<file path="config.mk">
export PLATFORM = sky130hd
export DESIGN_NAME = bus_cycle_break_matcher
export DESIGN_NICKNAME = d
export VERILOG_FILES = /design/src/hw/cycle_channel.v /design/src/hw/exec_counter.v /design/src/hw/bus_cycle_break_matcher.v
export VERILOG_INCLUDE_DIRS = /design/src /design/src/shared
export SDC_FILE = /design/constraint.sdc
export NUM_CORES = 1
export LEC_CHECK = 0
export BUFFER_PORTS_ARGS = -buffer_cell sky130_fd_sc_hd__buf_2
export CAP_MARGIN = 10
export CORE_MARGIN = 8
export CORE_UTILIZATION = 27
export CTS_CLUSTER_DIAMETER = 30
export DETAILED_ROUTE_END_ITERATION = 16
export PLACE_DENSITY = 0.55
export RECOVER_POWER = 50
export SYNTH_ARGS = -nofsm -noshare
export SYNTH_HDL_FRONTEND = slang
export SYNTH_HIERARCHICAL = 1
export SYNTH_SLANG_ARGS = --single-unit
export TNS_END_PERCENT = 30
</file>
<file path="constraint.sdc">
create_clock -name i_clk -period 3.9 [get_ports i_clk]
set_input_delay 0 -clock i_clk [delete_from_list [all_inputs] [get_ports i_clk]]
set_output_delay 0 -clock i_clk [all_outputs]
set_load 0.01 [all_outputs]
</file>
<file path="src/shared/break_matcher_map.vh">
`ifndef BREAK_MATCHER_MAP_VH
`define BREAK_MATCHER_MAP_VH
// ----------------------------------------------------------------
// Cycle condition field layout (chan_x_bus_cycle_cond)
// ----------------------------------------------------------------
`define COND_SZ_LO      0
`define COND_SZ_HI      1
`define COND_DIR_LO     2
`define COND_DIR_HI     3
`define COND_TYPE_LO    4
`define COND_TYPE_HI    5
`define COND_MST_LO     6
`define COND_MST_HI     7
`define COND_SPACE_LO   8
`define COND_SPACE_HI   9
`define COND_W          10
// Two-bit field codes
`define F_NONE          2'h0
`define F_FETCH         2'h1
`define F_DATA          2'h2
`define DIR_READ        2'h1
`define DIR_WRITE       2'h2
`define MST_CPU         2'h1
`define MST_DMA         2'h2
`define SZ_ANY          2'h0
`define SZ_BYTE         2'h1
`define SZ_WORD         2'h2
`define SZ_LONG         2'h3
`define SPACE_NORMAL    2'h0
`define SPACE_X         2'h1
`define SPACE_Y         2'h2
// ----------------------------------------------------------------
// Reset values
// ----------------------------------------------------------------
`define RST_COND        10'h000
`define RST_WORD        32'h00000000
`define RST_ID          8'h00
`define RST_COUNT       12'h000
`endif

</file>
<file path="src/hw/cycle_channel.v">
`timescale 1ns/1ps
`include "break_matcher_map.vh"
module cycle_channel #(
   parameter AW = 32,
   parameter DW = 32
) (
   input  wire [`COND_W-1:0] i_cond,
   input  wire [AW-1:0]      i_addr_ref,
   input  wire [AW-1:0]      i_addr_mask,
   input  wire [DW-1:0]      i_data_ref,
   input  wire [DW-1:0]      i_data_mask,
   input  wire               i_data_en,
   input  wire               i_id_en,
   input  wire [7:0]         i_id_ref,
   input  wire               i_valid,
   input  wire               i_is_dma,
   input  wire               i_is_fetch,
   input  wire               i_is_write,
   input  wire [1:0]         i_size,
   input  wire [1:0]         i_space,
   input  wire [AW-1:0]      i_addr,
   input  wire [DW-1:0]      i_data,
   input  wire [7:0]         i_id,
   output wire               o_match
);
   wire [1:0] sz  = i_cond[`COND_SZ_HI:`COND_SZ_LO];
   wire [1:0] dir = i_cond[`COND_DIR_HI:`COND_DIR_LO];
   wire [1:0] typ = i_cond[`COND_TYPE_HI:`COND_TYPE_LO];
   wire [1:0] mst = i_cond[`COND_MST_HI:`COND_MST_LO];
   wire [1:0] spc = i_cond[`COND_SPACE_HI:`COND_SPACE_LO];
   // ----------------------------------------------------------------
   // Field comparisons
   // ----------------------------------------------------------------
   wire mst_ok = (mst == `MST_CPU) ? !i_is_dma :
                 (mst == `MST_DMA) ?  i_is_dma : 1'b0;
   wire typ_ok = (typ == `F_FETCH) ?  i_is_fetch :
                 (typ == `F_DATA)  ? !i_is_fetch : 1'b1;
   wire dir_ok = (dir == `DIR_READ)  ? !i_is_write :
                 (dir == `DIR_WRITE) ?  i_is_write : 1'b1;
   wire sz_ok  = (sz == `SZ_ANY) || (sz == i_size);
   wire spc_ok = i_is_fetch || (spc == i_space);
   wire impossible = ((typ == `F_FETCH) && (dir == `DIR_WRITE)) ||
                     ((typ == `F_FETCH) && (mst == `MST_DMA));
   // Size excluded: longword reads and writes compare aligned address
   wire [AW-1:0] amask = i_addr_mask |
                  ((sz == `SZ_ANY && i_size == `SZ_LONG) ?
                   {{(AW-2){1'b0}}, 2'h3} : {AW{1'b0}});
   wire addr_ok = ((i_addr ^ i_addr_ref) & ~amask) == {AW{1'b0}};
   wire data_ok = !i_data_en ||
                  (((i_data ^ i_data_ref) & ~i_data_mask) ==
                   {DW{1'b0}});
   wire id_ok   = !i_id_en || (i_id == i_id_ref);
   assign o_match = i_valid && !impossible && mst_ok && typ_ok &&
                    dir_ok && sz_ok && spc_ok && addr_ok && data_ok &&
                    id_ok;
endmodule // cycle_channel

</file>
<file path="src/hw/exec_counter.v">
`timescale 1ns/1ps
`include "break_matcher_map.vh"
module exec_counter #(
   parameter CW = 12
) (
   input  wire          i_clk,
   input  wire          i_rst_n,
   input  wire          i_load,
   input  wire [CW-1:0] i_load_val,
   input  wire          i_hit,
   output wire          o_last,
   output reg  [CW-1:0] o_count
);
   // ----------------------------------------------------------------
   // Down counter; break fires on the hit seen at a count of one
   // ----------------------------------------------------------------
   assign o_last = (o_count == {{(CW-1){1'b0}}, 1'b1});
   always @(posedge i_clk or negedge i_rst_n) begin
      if (!i_rst_n) begin
         o_count <= `RST_COUNT;
      end else if (i_load) begin
         o_count <= i_load_val;
      end else if (i_hit && o_count != {CW{1'b0}}) begin
         o_count <= o_count - {{(CW-1){1'b0}}, 1'b1};
      end
   end
endmodule // exec_counter

</file>
<file path="src/hw/bus_cycle_break_matcher.v">
`timescale 1ns/1ps
`include "break_matcher_map.vh"
module bus_cycle_break_matcher #(
   parameter AW = 32,
   parameter DW = 32,
   parameter CW = 12
) (
   input  wire               i_clk,
   input  wire               i_rst_n,
   // Configuration write port (memory-access stage)
   input  wire               i_cfg_wr,
   input  wire               i_cfg_from_cpu,
   input  wire [3:0]         i_cfg_sel,
   input  wire [DW-1:0]      i_cfg_wdata,
   // Observed bus cycle
   input  wire               i_cyc_valid,
   input  wire               i_cyc_dma,
   input  wire               i_cyc_fetch,
   input  wire               i_cyc_write,
   input  wire [1:0]         i_cyc_size,
   input  wire [1:0]         i_cyc_space,
   input  wire [AW-1:0]      i_cyc_addr,
   input  wire [DW-1:0]      i_cyc_data,
   input  wire [7:0]         i_cyc_id,
   input  wire               i_in_short_loop,
   // Exception sources for the same instruction
   input  wire               i_fetch_exc,
   input  wire               i_operand_exc,
   // Flag clear from software
   input  wire               i_flag_clr,
   // Results
   output reg                o_break_req,
   output reg                o_break_after,
   output reg                o_fetch_exc_take,
   output reg                o_operand_exc_take,
   output reg                o_flag_a,
   output reg                o_flag_b,
   output reg  [CW-1:0]      o_exec_count
);
   // ----------------------------------------------------------------
   // Register select codes
   // ----------------------------------------------------------------
   localparam [3:0] SEL_CTRL  = 4'h0;
   localparam [3:0] SEL_CONDA = 4'h1;
   localparam [3:0] SEL_ADRA  = 4'h2;
   localparam [3:0] SEL_AMKA  = 4'h3;
   localparam [3:0] SEL_IDA   = 4'h4;
   localparam [3:0] SEL_CONDB = 4'h5;
   localparam [3:0] SEL_ADRB  = 4'h6;
   localparam [3:0] SEL_AMKB  = 4'h7;
   localparam [3:0] SEL_DATB  = 4'h8;
   localparam [3:0] SEL_DMKB  = 4'h9;
   localparam [3:0] SEL_IDB   = 4'hA;
   localparam [3:0] SEL_COUNT = 4'hB;
   // Control bits: 0 seq, 1 count en, 2 data en B, 3 id en,
   // 4 A after-exec, 5 B after-exec
   reg [5:0]         ctrl_q;
   reg [`COND_W-1:0] cond_a_q;
   reg [`COND_W-1:0] cond_b_q;
   reg [AW-1:0]      adr_a_q;
   reg [AW-1:0]      amk_a_q;
   reg [AW-1:0]      adr_b_q;
   reg [AW-1:0]      amk_b_q;
   reg [DW-1:0]      dat_b_q;
   reg [DW-1:0]      dmk_b_q;
   reg [7:0]         id_a_q;
   reg [7:0]         id_b_q;
   reg               armed_q;
   wire              seq_mode  = ctrl_q[0];
   wire              count_en  = ctrl_q[1];
   wire              data_en   = ctrl_q[2];
   wire              id_en     = ctrl_q[3];
   wire              after_a   = ctrl_q[4];
   wire              after_b   = ctrl_q[5];
   wire              cpu_wr    = i_cfg_wr && i_cfg_from_cpu;
   // ----------------------------------------------------------------
   // Configuration registers
   // ----------------------------------------------------------------
   // Writes land in the memory-access stage; the fetch already on the bus
   // sees the old setting because comparators read the stored value.
   always @(posedge i_clk or negedge i_rst_n) begin
      if (!i_rst_n) begin
         ctrl_q   <= 6'h00;
         cond_a_q <= `RST_COND;
         cond_b_q <= `RST_COND;
         adr_a_q  <= `RST_WORD;
         amk_a_q  <= `RST_WORD;
         adr_b_q  <= `RST_WORD;
         amk_b_q  <= `RST_WORD;
         dat_b_q  <= `RST_WORD;
         dmk_b_q  <= `RST_WORD;
         id_a_q   <= `RST_ID;
         id_b_q   <= `RST_ID;
      end else if (cpu_wr) begin
         case (i_cfg_sel)
            SEL_CTRL:  ctrl_q   <= i_cfg_wdata[5:0];
            SEL_CONDA: cond_a_q <= i_cfg_wdata[`COND_W-1:0];
            SEL_ADRA:  adr_a_q  <= i_cfg_wdata[AW-1:0];
            SEL_AMKA:  amk_a_q  <= i_cfg_wdata[AW-1:0];
            SEL_IDA:   id_a_q   <= i_cfg_wdata[7:0];
            SEL_CONDB: cond_b_q <= i_cfg_wdata[`COND_W-1:0];
            SEL_ADRB:  adr_b_q  <= i_cfg_wdata[AW-1:0];
            SEL_AMKB:  amk_b_q  <= i_cfg_wdata[AW-1:0];
            SEL_DATB:  dat_b_q  <= i_cfg_wdata;
            SEL_DMKB:  dmk_b_q  <= i_cfg_wdata;
            SEL_IDB:   id_b_q   <= i_cfg_wdata[7:0];
            default:   ctrl_q   <= ctrl_q;
         endcase
      end
   end
   // ----------------------------------------------------------------
   // Channel comparators
   // ----------------------------------------------------------------
   wire hit_a;
   wire hit_b;
   wire cyc_ok = i_cyc_valid && !i_in_short_loop;
   cycle_channel #(.AW(AW), .DW(DW)) u_chan_a (
      .i_cond      (cond_a_q),
      .i_addr_ref  (adr_a_q),
      .i_addr_mask (amk_a_q),
      .i_data_ref  ({DW{1'b0}}),
      .i_data_mask ({DW{1'b1}}),
      .i_data_en   (1'b0),
      .i_id_en     (id_en),
      .i_id_ref    (id_a_q),
      .i_valid     (cyc_ok),
      .i_is_dma    (i_cyc_dma),
      .i_is_fetch  (i_cyc_fetch),
      .i_is_write  (i_cyc_write),
      .i_size      (i_cyc_size),
      .i_space     (i_cyc_space),
      .i_addr      (i_cyc_addr),
      .i_data      (i_cyc_data),
      .i_id        (i_cyc_id),
      .o_match     (hit_a)
   );
   cycle_channel #(.AW(AW), .DW(DW)) u_chan_b (
      .i_cond      (cond_b_q),
      .i_addr_ref  (adr_b_q),
      .i_addr_mask (amk_b_q),
      .i_data_ref  (dat_b_q),
      .i_data_mask (dmk_b_q),
      .i_data_en   (data_en),
      .i_id_en     (id_en),
      .i_id_ref    (id_b_q),
      .i_valid     (cyc_ok),
      .i_is_dma    (i_cyc_dma),
      .i_is_fetch  (i_cyc_fetch),
      .i_is_write  (i_cyc_write),
      .i_size      (i_cyc_size),
      .i_space     (i_cyc_space),
      .i_addr      (i_cyc_addr),
      .i_data      (i_cyc_data),
      .i_id        (i_cyc_id),
      .o_match     (hit_b)
   );
   // ----------------------------------------------------------------
   // Execution count on channel B
   // ----------------------------------------------------------------
   wire          cnt_last;
   wire [CW-1:0] cnt_val;
   wire          cnt_load = cpu_wr && (i_cfg_sel == SEL_COUNT);
   exec_counter #(.CW(CW)) u_count (
      .i_clk      (i_clk),
      .i_rst_n    (i_rst_n),
      .i_load     (cnt_load),
      .i_load_val (i_cfg_wdata[CW-1:0]),
      .i_hit      (hit_b && count_en),
      .o_last     (cnt_last),
      .o_count    (cnt_val)
   );
   wire b_fire = hit_b && (!count_en || cnt_last);
   // ----------------------------------------------------------------
   // Sequence and break decision
   // ----------------------------------------------------------------
   wire a_fetch_before = !after_a &&
        (cond_a_q[`COND_TYPE_HI:`COND_TYPE_LO] == `F_FETCH);
   // Armed only by an A match in an earlier bus cycle
   wire seq_hit = armed_q && b_fire;
   wire same_hit = hit_a && b_fire && a_fetch_before;
   wire brk_a = seq_mode ? 1'b0 : hit_a;
   wire brk_b = seq_mode ? (seq_hit || same_hit) : b_fire;
   wire brk   = brk_a || brk_b;
   wire brk_is_after = brk_a ? after_a : after_b;
   always @(posedge i_clk or negedge i_rst_n) begin
      if (!i_rst_n) begin
         armed_q <= 1'b0;
      end else if (!seq_mode || brk_b) begin
         armed_q <= 1'b0;
      end else if (hit_a) begin
         armed_q <= 1'b1;
      end
   end
   // ----------------------------------------------------------------
   // Exception priority and outputs
   // ----------------------------------------------------------------
   reg brk_d;
   reg fexc_d;
   reg oexc_d;
   always @* begin
      brk_d  = brk;
      fexc_d = i_fetch_exc;
      oexc_d = i_operand_exc;
      if (i_fetch_exc) begin
         brk_d = 1'b0;
      end else if (brk && !brk_is_after) begin
         oexc_d = 1'b0;
      end else if (brk && i_operand_exc) begin
         brk_d = 1'b0;
      end
   end
   always @(posedge i_clk or negedge i_rst_n) begin
      if (!i_rst_n) begin
         o_break_req        <= 1'b0;
         o_break_after      <= 1'b0;
         o_fetch_exc_take   <= 1'b0;
         o_operand_exc_take <= 1'b0;
         o_flag_a           <= 1'b0;
         o_flag_b           <= 1'b0;
         o_exec_count       <= `RST_COUNT;
      end else begin
         o_break_req        <= brk_d;
         o_break_after      <= brk_d && brk_is_after;
         o_fetch_exc_take   <= fexc_d;
         o_operand_exc_take <= oexc_d;
         o_exec_count       <= cnt_val;
         // Set wins over clear
         o_flag_a <= (hit_a && (!seq_mode || brk_b)) ||
                     (o_flag_a && !i_flag_clr);
         o_flag_b <= brk_b || (o_flag_b && !i_flag_clr);
      end
   end
endmodule // bus_cycle_break_matcher

</file>
==> impl.org <==
** Run status
- Outcome :: complete, but fails checks
- Violated checks :: max-capacitance violations, max-slew violations

** GRT
- Number of antenna violations at the first check in global routing :: 11
- After global routing the overflow that remains totals 0.
- Pin count of the biggest net entering global routing :: 115
- The number of global-route vias before repair was between 9000 and 10000.
- Across every metal layer, demand over resource in global routing totals 0.131.
- The first global-routing pass estimated around 54000 µm of wire.

** Layout
- Layout Area Growth over Synthesis :: 32.4%
- Area of combinational cells with multiple inputs :: 5820 µm²
- Net count reported at finish :: 1342
- Share of cells above drive strength 1 :: 0.371
- Counting the fill cells in the layout gives 4450.
- Leaving out filler cells and counting taps, the final layout contains 1867.
- Across the whole layout, storage elements account for about 6600 µm².

** Setup path
- STA classifies the critical path startpoint as a flip-flop.
- Worst path cell trace :: xnor2_1 -> o22ai_1 -> nor4_1 -> nand4_1 -> buf_4 -> a2111oi_4 -> and2_1 -> or3b_2 -> or4_1 -> or4_1 -> o211ai_1
- STA puts the critical path data arrival time at 4160 ps.
- Slowest stage cell, crit path :: sky130_fd_sc_hd__nor4_1
- The cell that appears most often on the critical path is sky130_fd_sc_hd__or4_1.
- Path type of the worst setup path :: reg2reg
- Crit path max fanout :: 2
- Worst endpoint required time :: between 4000 and 5000 ps
- Crit-path max cell delay :: ~550 ps
- The worst setup path is captured at a flip-flop.

** Routing
- The count of nets left with antenna violations once routing finished came out at 0.
- After detailed routing, the total wire length is 35200 µm.
- For this run, the detailed router's first-pass iteration total came to 4.
- The first routing iteration left 277 violations.
- After detailed routing, the average wire length per cell comes to 18.9 µm.
- DRC :: 0
- Dividing the detail-routed via count by the number of cells gives 4.46.
- DR vias :: 8322

** Yosys
- Post-Synthesis Cell Area :: 12400 µm²
- Number of flops mapped to enable cells by yosys :: 0
- Predominant post-synthesis flop cell :: sky130_fd_sc_hd__dfrtp_1
- Yosys printed 6 warnings.
- Unique masters post-synth :: 57
- Of the synthesized area, sequential elements account for 0.535.
- The average instance in the mapped netlist occupies 13.2 µm².
- Leading cell types by total area after synthesis :: sky130_fd_sc_hd__dfrtp_1 (53%), sky130_fd_sc_hd__mux2_2 (20%), sky130_fd_sc_hd__xnor2_1 (11%), sky130_fd_sc_hd__o22ai_1 (2.8%), sky130_fd_sc_hd__mux2_1 (1.3%)
- Library cell occupying the most area in the post-synthesis netlist :: sky130_fd_sc_hd__dfrtp_1
- Synthesis produced 937 cells.
- After synthesis, the share of flip-flops with an asynchronous set or reset is 1.00.
- Of the post-synthesis cell area, the dominant cell type holds 0.535.
- Register bit total from synthesis :: 265

** Placed design
- At the end of routability-driven placement, the weighted congestion stood at 0.780.
- Summed over all nets, the half-perimeter wirelength after detailed placement is approximately 25000 µm.
- Once placement completed, the tool counted placed cells totaling 1722.
- In this run the tool buffered the top-level ports with 141 buffer cells.

** STA
- Setup repair after global routing left no endpoint under its margin.
- Timing would allow up to ~270 MHz.
- Setup TNS :: 0 ps
- Min cycle time layout :: between 3000 and 4000 ps
- Final number of setup-violating endpoints :: 0
- Max-slew headroom :: -0.956
- For the pin with the worst max-slew slack, the measured transition is between 2000 and 3000 ps.
- The number of max-slew violations in the final report is 200.
- Final Hold Fails :: 0
- Of the available clock period, the critical path in the final layout requires 0.946.
- Post-Route Hold Slack :: 117 ps
- Final Skew :: 16.7 ps

** Floorplan
- After floorplanning, the core was sized to cover 45400 µm².
- Height of the die :: 230 µm
- IO Pins :: 142
- The floorplan has a little under 80 rows.
- The die covers 53100 µm².
- Horizontal die dimension :: 230 µm
- Starting Density :: 0.273

** CTS
- Root Buffer :: sky130_fd_sc_hd__clkbuf_16
- CTS Sinks :: 265
- Number of buffers inserted during clock tree synthesis :: 55
- Number of H-tree branching levels :: 2
- CTS clock-pin slew for the worst setup and hold paths :: 50 ps
- TritonCTS built the clock tree.
- Clock latency on the worst-skew pair, taken at its later pin, is 560 ps.
- Post-CTS Setup Inserts :: 0
- The clock passes through at most 3 buffers.

** Flow run
- Max cap viols :: 4

** Pwr
- Leakage power total :: 7.05 nW
- Pwr dens :: ~600 nW/µm²
- Max rail drop VDD :: 328 µV
- Total power :: around 10 mW

** Hold path
- Worst hold-check path type :: in2reg
==> synth_stat cells, types with 5 or more instances <==
| cell type | instances |
|---|---|
| sky130_fd_sc_hd__a31oi_1 | 5 |
| sky130_fd_sc_hd__buf_2 | 17 |
| sky130_fd_sc_hd__clkbuf_1 | 10 |
| sky130_fd_sc_hd__dfrtp_1 | 265 |
| sky130_fd_sc_hd__inv_1 | 10 |
| sky130_fd_sc_hd__mux2_1 | 14 |
| sky130_fd_sc_hd__mux2_2 | 220 |
| sky130_fd_sc_hd__nand2_1 | 23 |
| sky130_fd_sc_hd__nand2b_1 | 12 |
| sky130_fd_sc_hd__nand4_1 | 8 |
| sky130_fd_sc_hd__nor2_1 | 26 |
| sky130_fd_sc_hd__nor3_1 | 5 |
| sky130_fd_sc_hd__nor4_1 | 15 |
| sky130_fd_sc_hd__o21ai_0 | 8 |
| sky130_fd_sc_hd__o221ai_1 | 6 |
| sky130_fd_sc_hd__o22ai_1 | 56 |
| sky130_fd_sc_hd__or4_1 | 9 |
| sky130_fd_sc_hd__xnor2_1 | 149 |
==> final cells by class <==
class	instances	share of cell area
diodes	6	0.000914
clock buffers	65	0.0892
clock inverters	38	0.0345
inverters	10	0.00228
multi-input cells	692	0.354
flip-flops and latches	265	0.404
well taps	600	0.0457
repair buffers	191	0.0697
==> what timing repair did <==
action	CTS	global route
setup endpoints to repair	0	1
hold buffers	36	0
hold endpoints to repair	327	0
gates resized for setup	0	1
==> metal layers <==
metal | global-route usage | part of all wire | up-vias | wire length [µm]
met3 | 0.0282 | 0.044 | 65 | 1540
met4 | 0.0436 | 0.022 | 12 | 765
li1 | - | - | 3916 | -
met5 | 0 | 0.0021 | - | 74
met2 | 0.226 | 0.50 | 160 | 17700
met1 | 0.160 | 0.43 | 4169 | 15100
==> power breakdown <==
| part | switching [mW] | leakage, nW | internal, mW | total (mW) |
|---|---|---|---|---|
| combinational | 0.639 | 2.70 | 0.814 | 1.45 |
| sequential | 0.354 | 3.38 | 3.29 | 3.64 |
| clock | 1.58 | 0.968 | 3.49 | 5.07 |
| total | 2.57 | 7.05 | 7.59 | 10.2 |
==> path summary, 6_finish.rpt <==
path | to | startpoint | cells past startpoint | slack, ps
min reg2reg | o_exec_count[10] | u_count/o_count[10] | 0 | 450
max in group asynchronous | adr_b_q[10] | i_rst_n | 3 | 1040
min | armed_q | i_cyc_size[1] | 7 | 120
max reg2reg | u_count/o_count[5] | dat_b_q[2] | 11 | 210
max | u_count/o_count[5] | dat_b_q[2] | 11 | 210
min in group asynchronous | id_b_q[6] | i_rst_n | 2 | 910
==> sequential cells by signal, summed over array words and instances (netlist names), 6 cells and up <==
name             count
cond_b_q            10
amk_a_q             32
id_a_q               8
adr_a_q             32
dmk_b_q             32
dat_b_q             32
adr_b_q             32
cond_a_q            10
id_b_q               8
amk_b_q             32
u_count/o_count     12
ctrl_q               6
o_exec_count        12
==> per-stage QoR <==
| step | util | setup WS [ps] | area, µm² |
|---|---|---|---|
| 5_1_grt | 0.362 | 13.6 | 16400 |
| 2_1_floorplan | - | 654 | 12600 |
| 6_report | 0.362 | 212 | 16400 |
| 3_3_place_gp | 0.311 | 47.4 | 14100 |
| 3_5_place_dp | 0.311 | 101 | 14100 |
| 4_1_cts | 0.363 | 94.0 | 16500 |
==> critical path: cells and delay by family, from the launching register on <==
kind | cells | cell delay, ps
simple gates | 6 | 2220
compound gates | 3 | 640
flops | 1 | 380
xor+xnor | 1 | 160
buf+inv | 1 | 190
==> layout by cell type (no fill, tap or decap), types with 3 or more instances in the layout <==
master / Yosys / layout
sky130_fd_sc_hd__nor3_1: 5 / 5
sky130_fd_sc_hd__nor4_1: 15 / 16
sky130_fd_sc_hd__xnor2_1: 149 / 149
sky130_fd_sc_hd__clkinvlp_4: 0 / 8
sky130_fd_sc_hd__nor2b_4: 4 / 4
sky130_fd_sc_hd__clkbuf_1: 10 / 31
sky130_fd_sc_hd__buf_2: 17 / 117
sky130_fd_sc_hd__o211ai_1: 4 / 4
sky130_fd_sc_hd__clkinv_4: 0 / 5
sky130_fd_sc_hd__or4_1: 9 / 9
sky130_fd_sc_hd__nor2b_1: 3 / 3
sky130_fd_sc_hd__nand2b_1: 12 / 10
sky130_fd_sc_hd__or4_4: 3 / 3
sky130_fd_sc_hd__clkbuf_8: 0 / 3
sky130_fd_sc_hd__ha_1: 3 / 3
sky130_fd_sc_hd__or3_1: 4 / 4
sky130_fd_sc_hd__bufinv_16: 0 / 12
sky130_fd_sc_hd__a31oi_1: 5 / 5
sky130_fd_sc_hd__o21ai_0: 8 / 8
sky130_fd_sc_hd__dlygate4sd3_1: 0 / 36
sky130_fd_sc_hd__inv_1: 10 / 10
sky130_fd_sc_hd__o221ai_1: 6 / 6
sky130_fd_sc_hd__nor2_1: 26 / 26
sky130_fd_sc_hd__o22ai_1: 56 / 56
sky130_fd_sc_hd__mux2_1: 14 / 14
sky130_fd_sc_hd__diode_2: 0 / 6
sky130_fd_sc_hd__nand4_1: 8 / 8
sky130_fd_sc_hd__conb_1: 2 / 65
sky130_fd_sc_hd__a21oi_1: 3 / 3
sky130_fd_sc_hd__clkinv_2: 0 / 5
sky130_fd_sc_hd__inv_6: 0 / 7
sky130_fd_sc_hd__mux2_2: 220 / 220
sky130_fd_sc_hd__nand2_1: 23 / 23
sky130_fd_sc_hd__nand3b_1: 4 / 4
sky130_fd_sc_hd__dfrtp_1: 265 / 265
sky130_fd_sc_hd__buf_4: 3 / 10
sky130_fd_sc_hd__clkbuf_16: 0 / 56
==> kinds of logic (layout without fill, tap and decap cells) <==
| logic type | after synthesis | count (layout) | synth area share |
|---|---|---|---|
| compound gates | 109 | 109 | 0.0643 |
| xor+xnor | 149 | 149 | 0.105 |
| fa+ha+maj | 3 | 3 | 0.00303 |
| buf+inv | 43 | 304 | 0.0162 |
| flops | 265 | 265 | 0.535 |
| mux | 236 | 236 | 0.214 |
| other cells | 2 | 71 | 0.000605 |
| simple gates | 130 | 130 | 0.0620 |
Note: power is estimated with default switching activity, not from simulation.
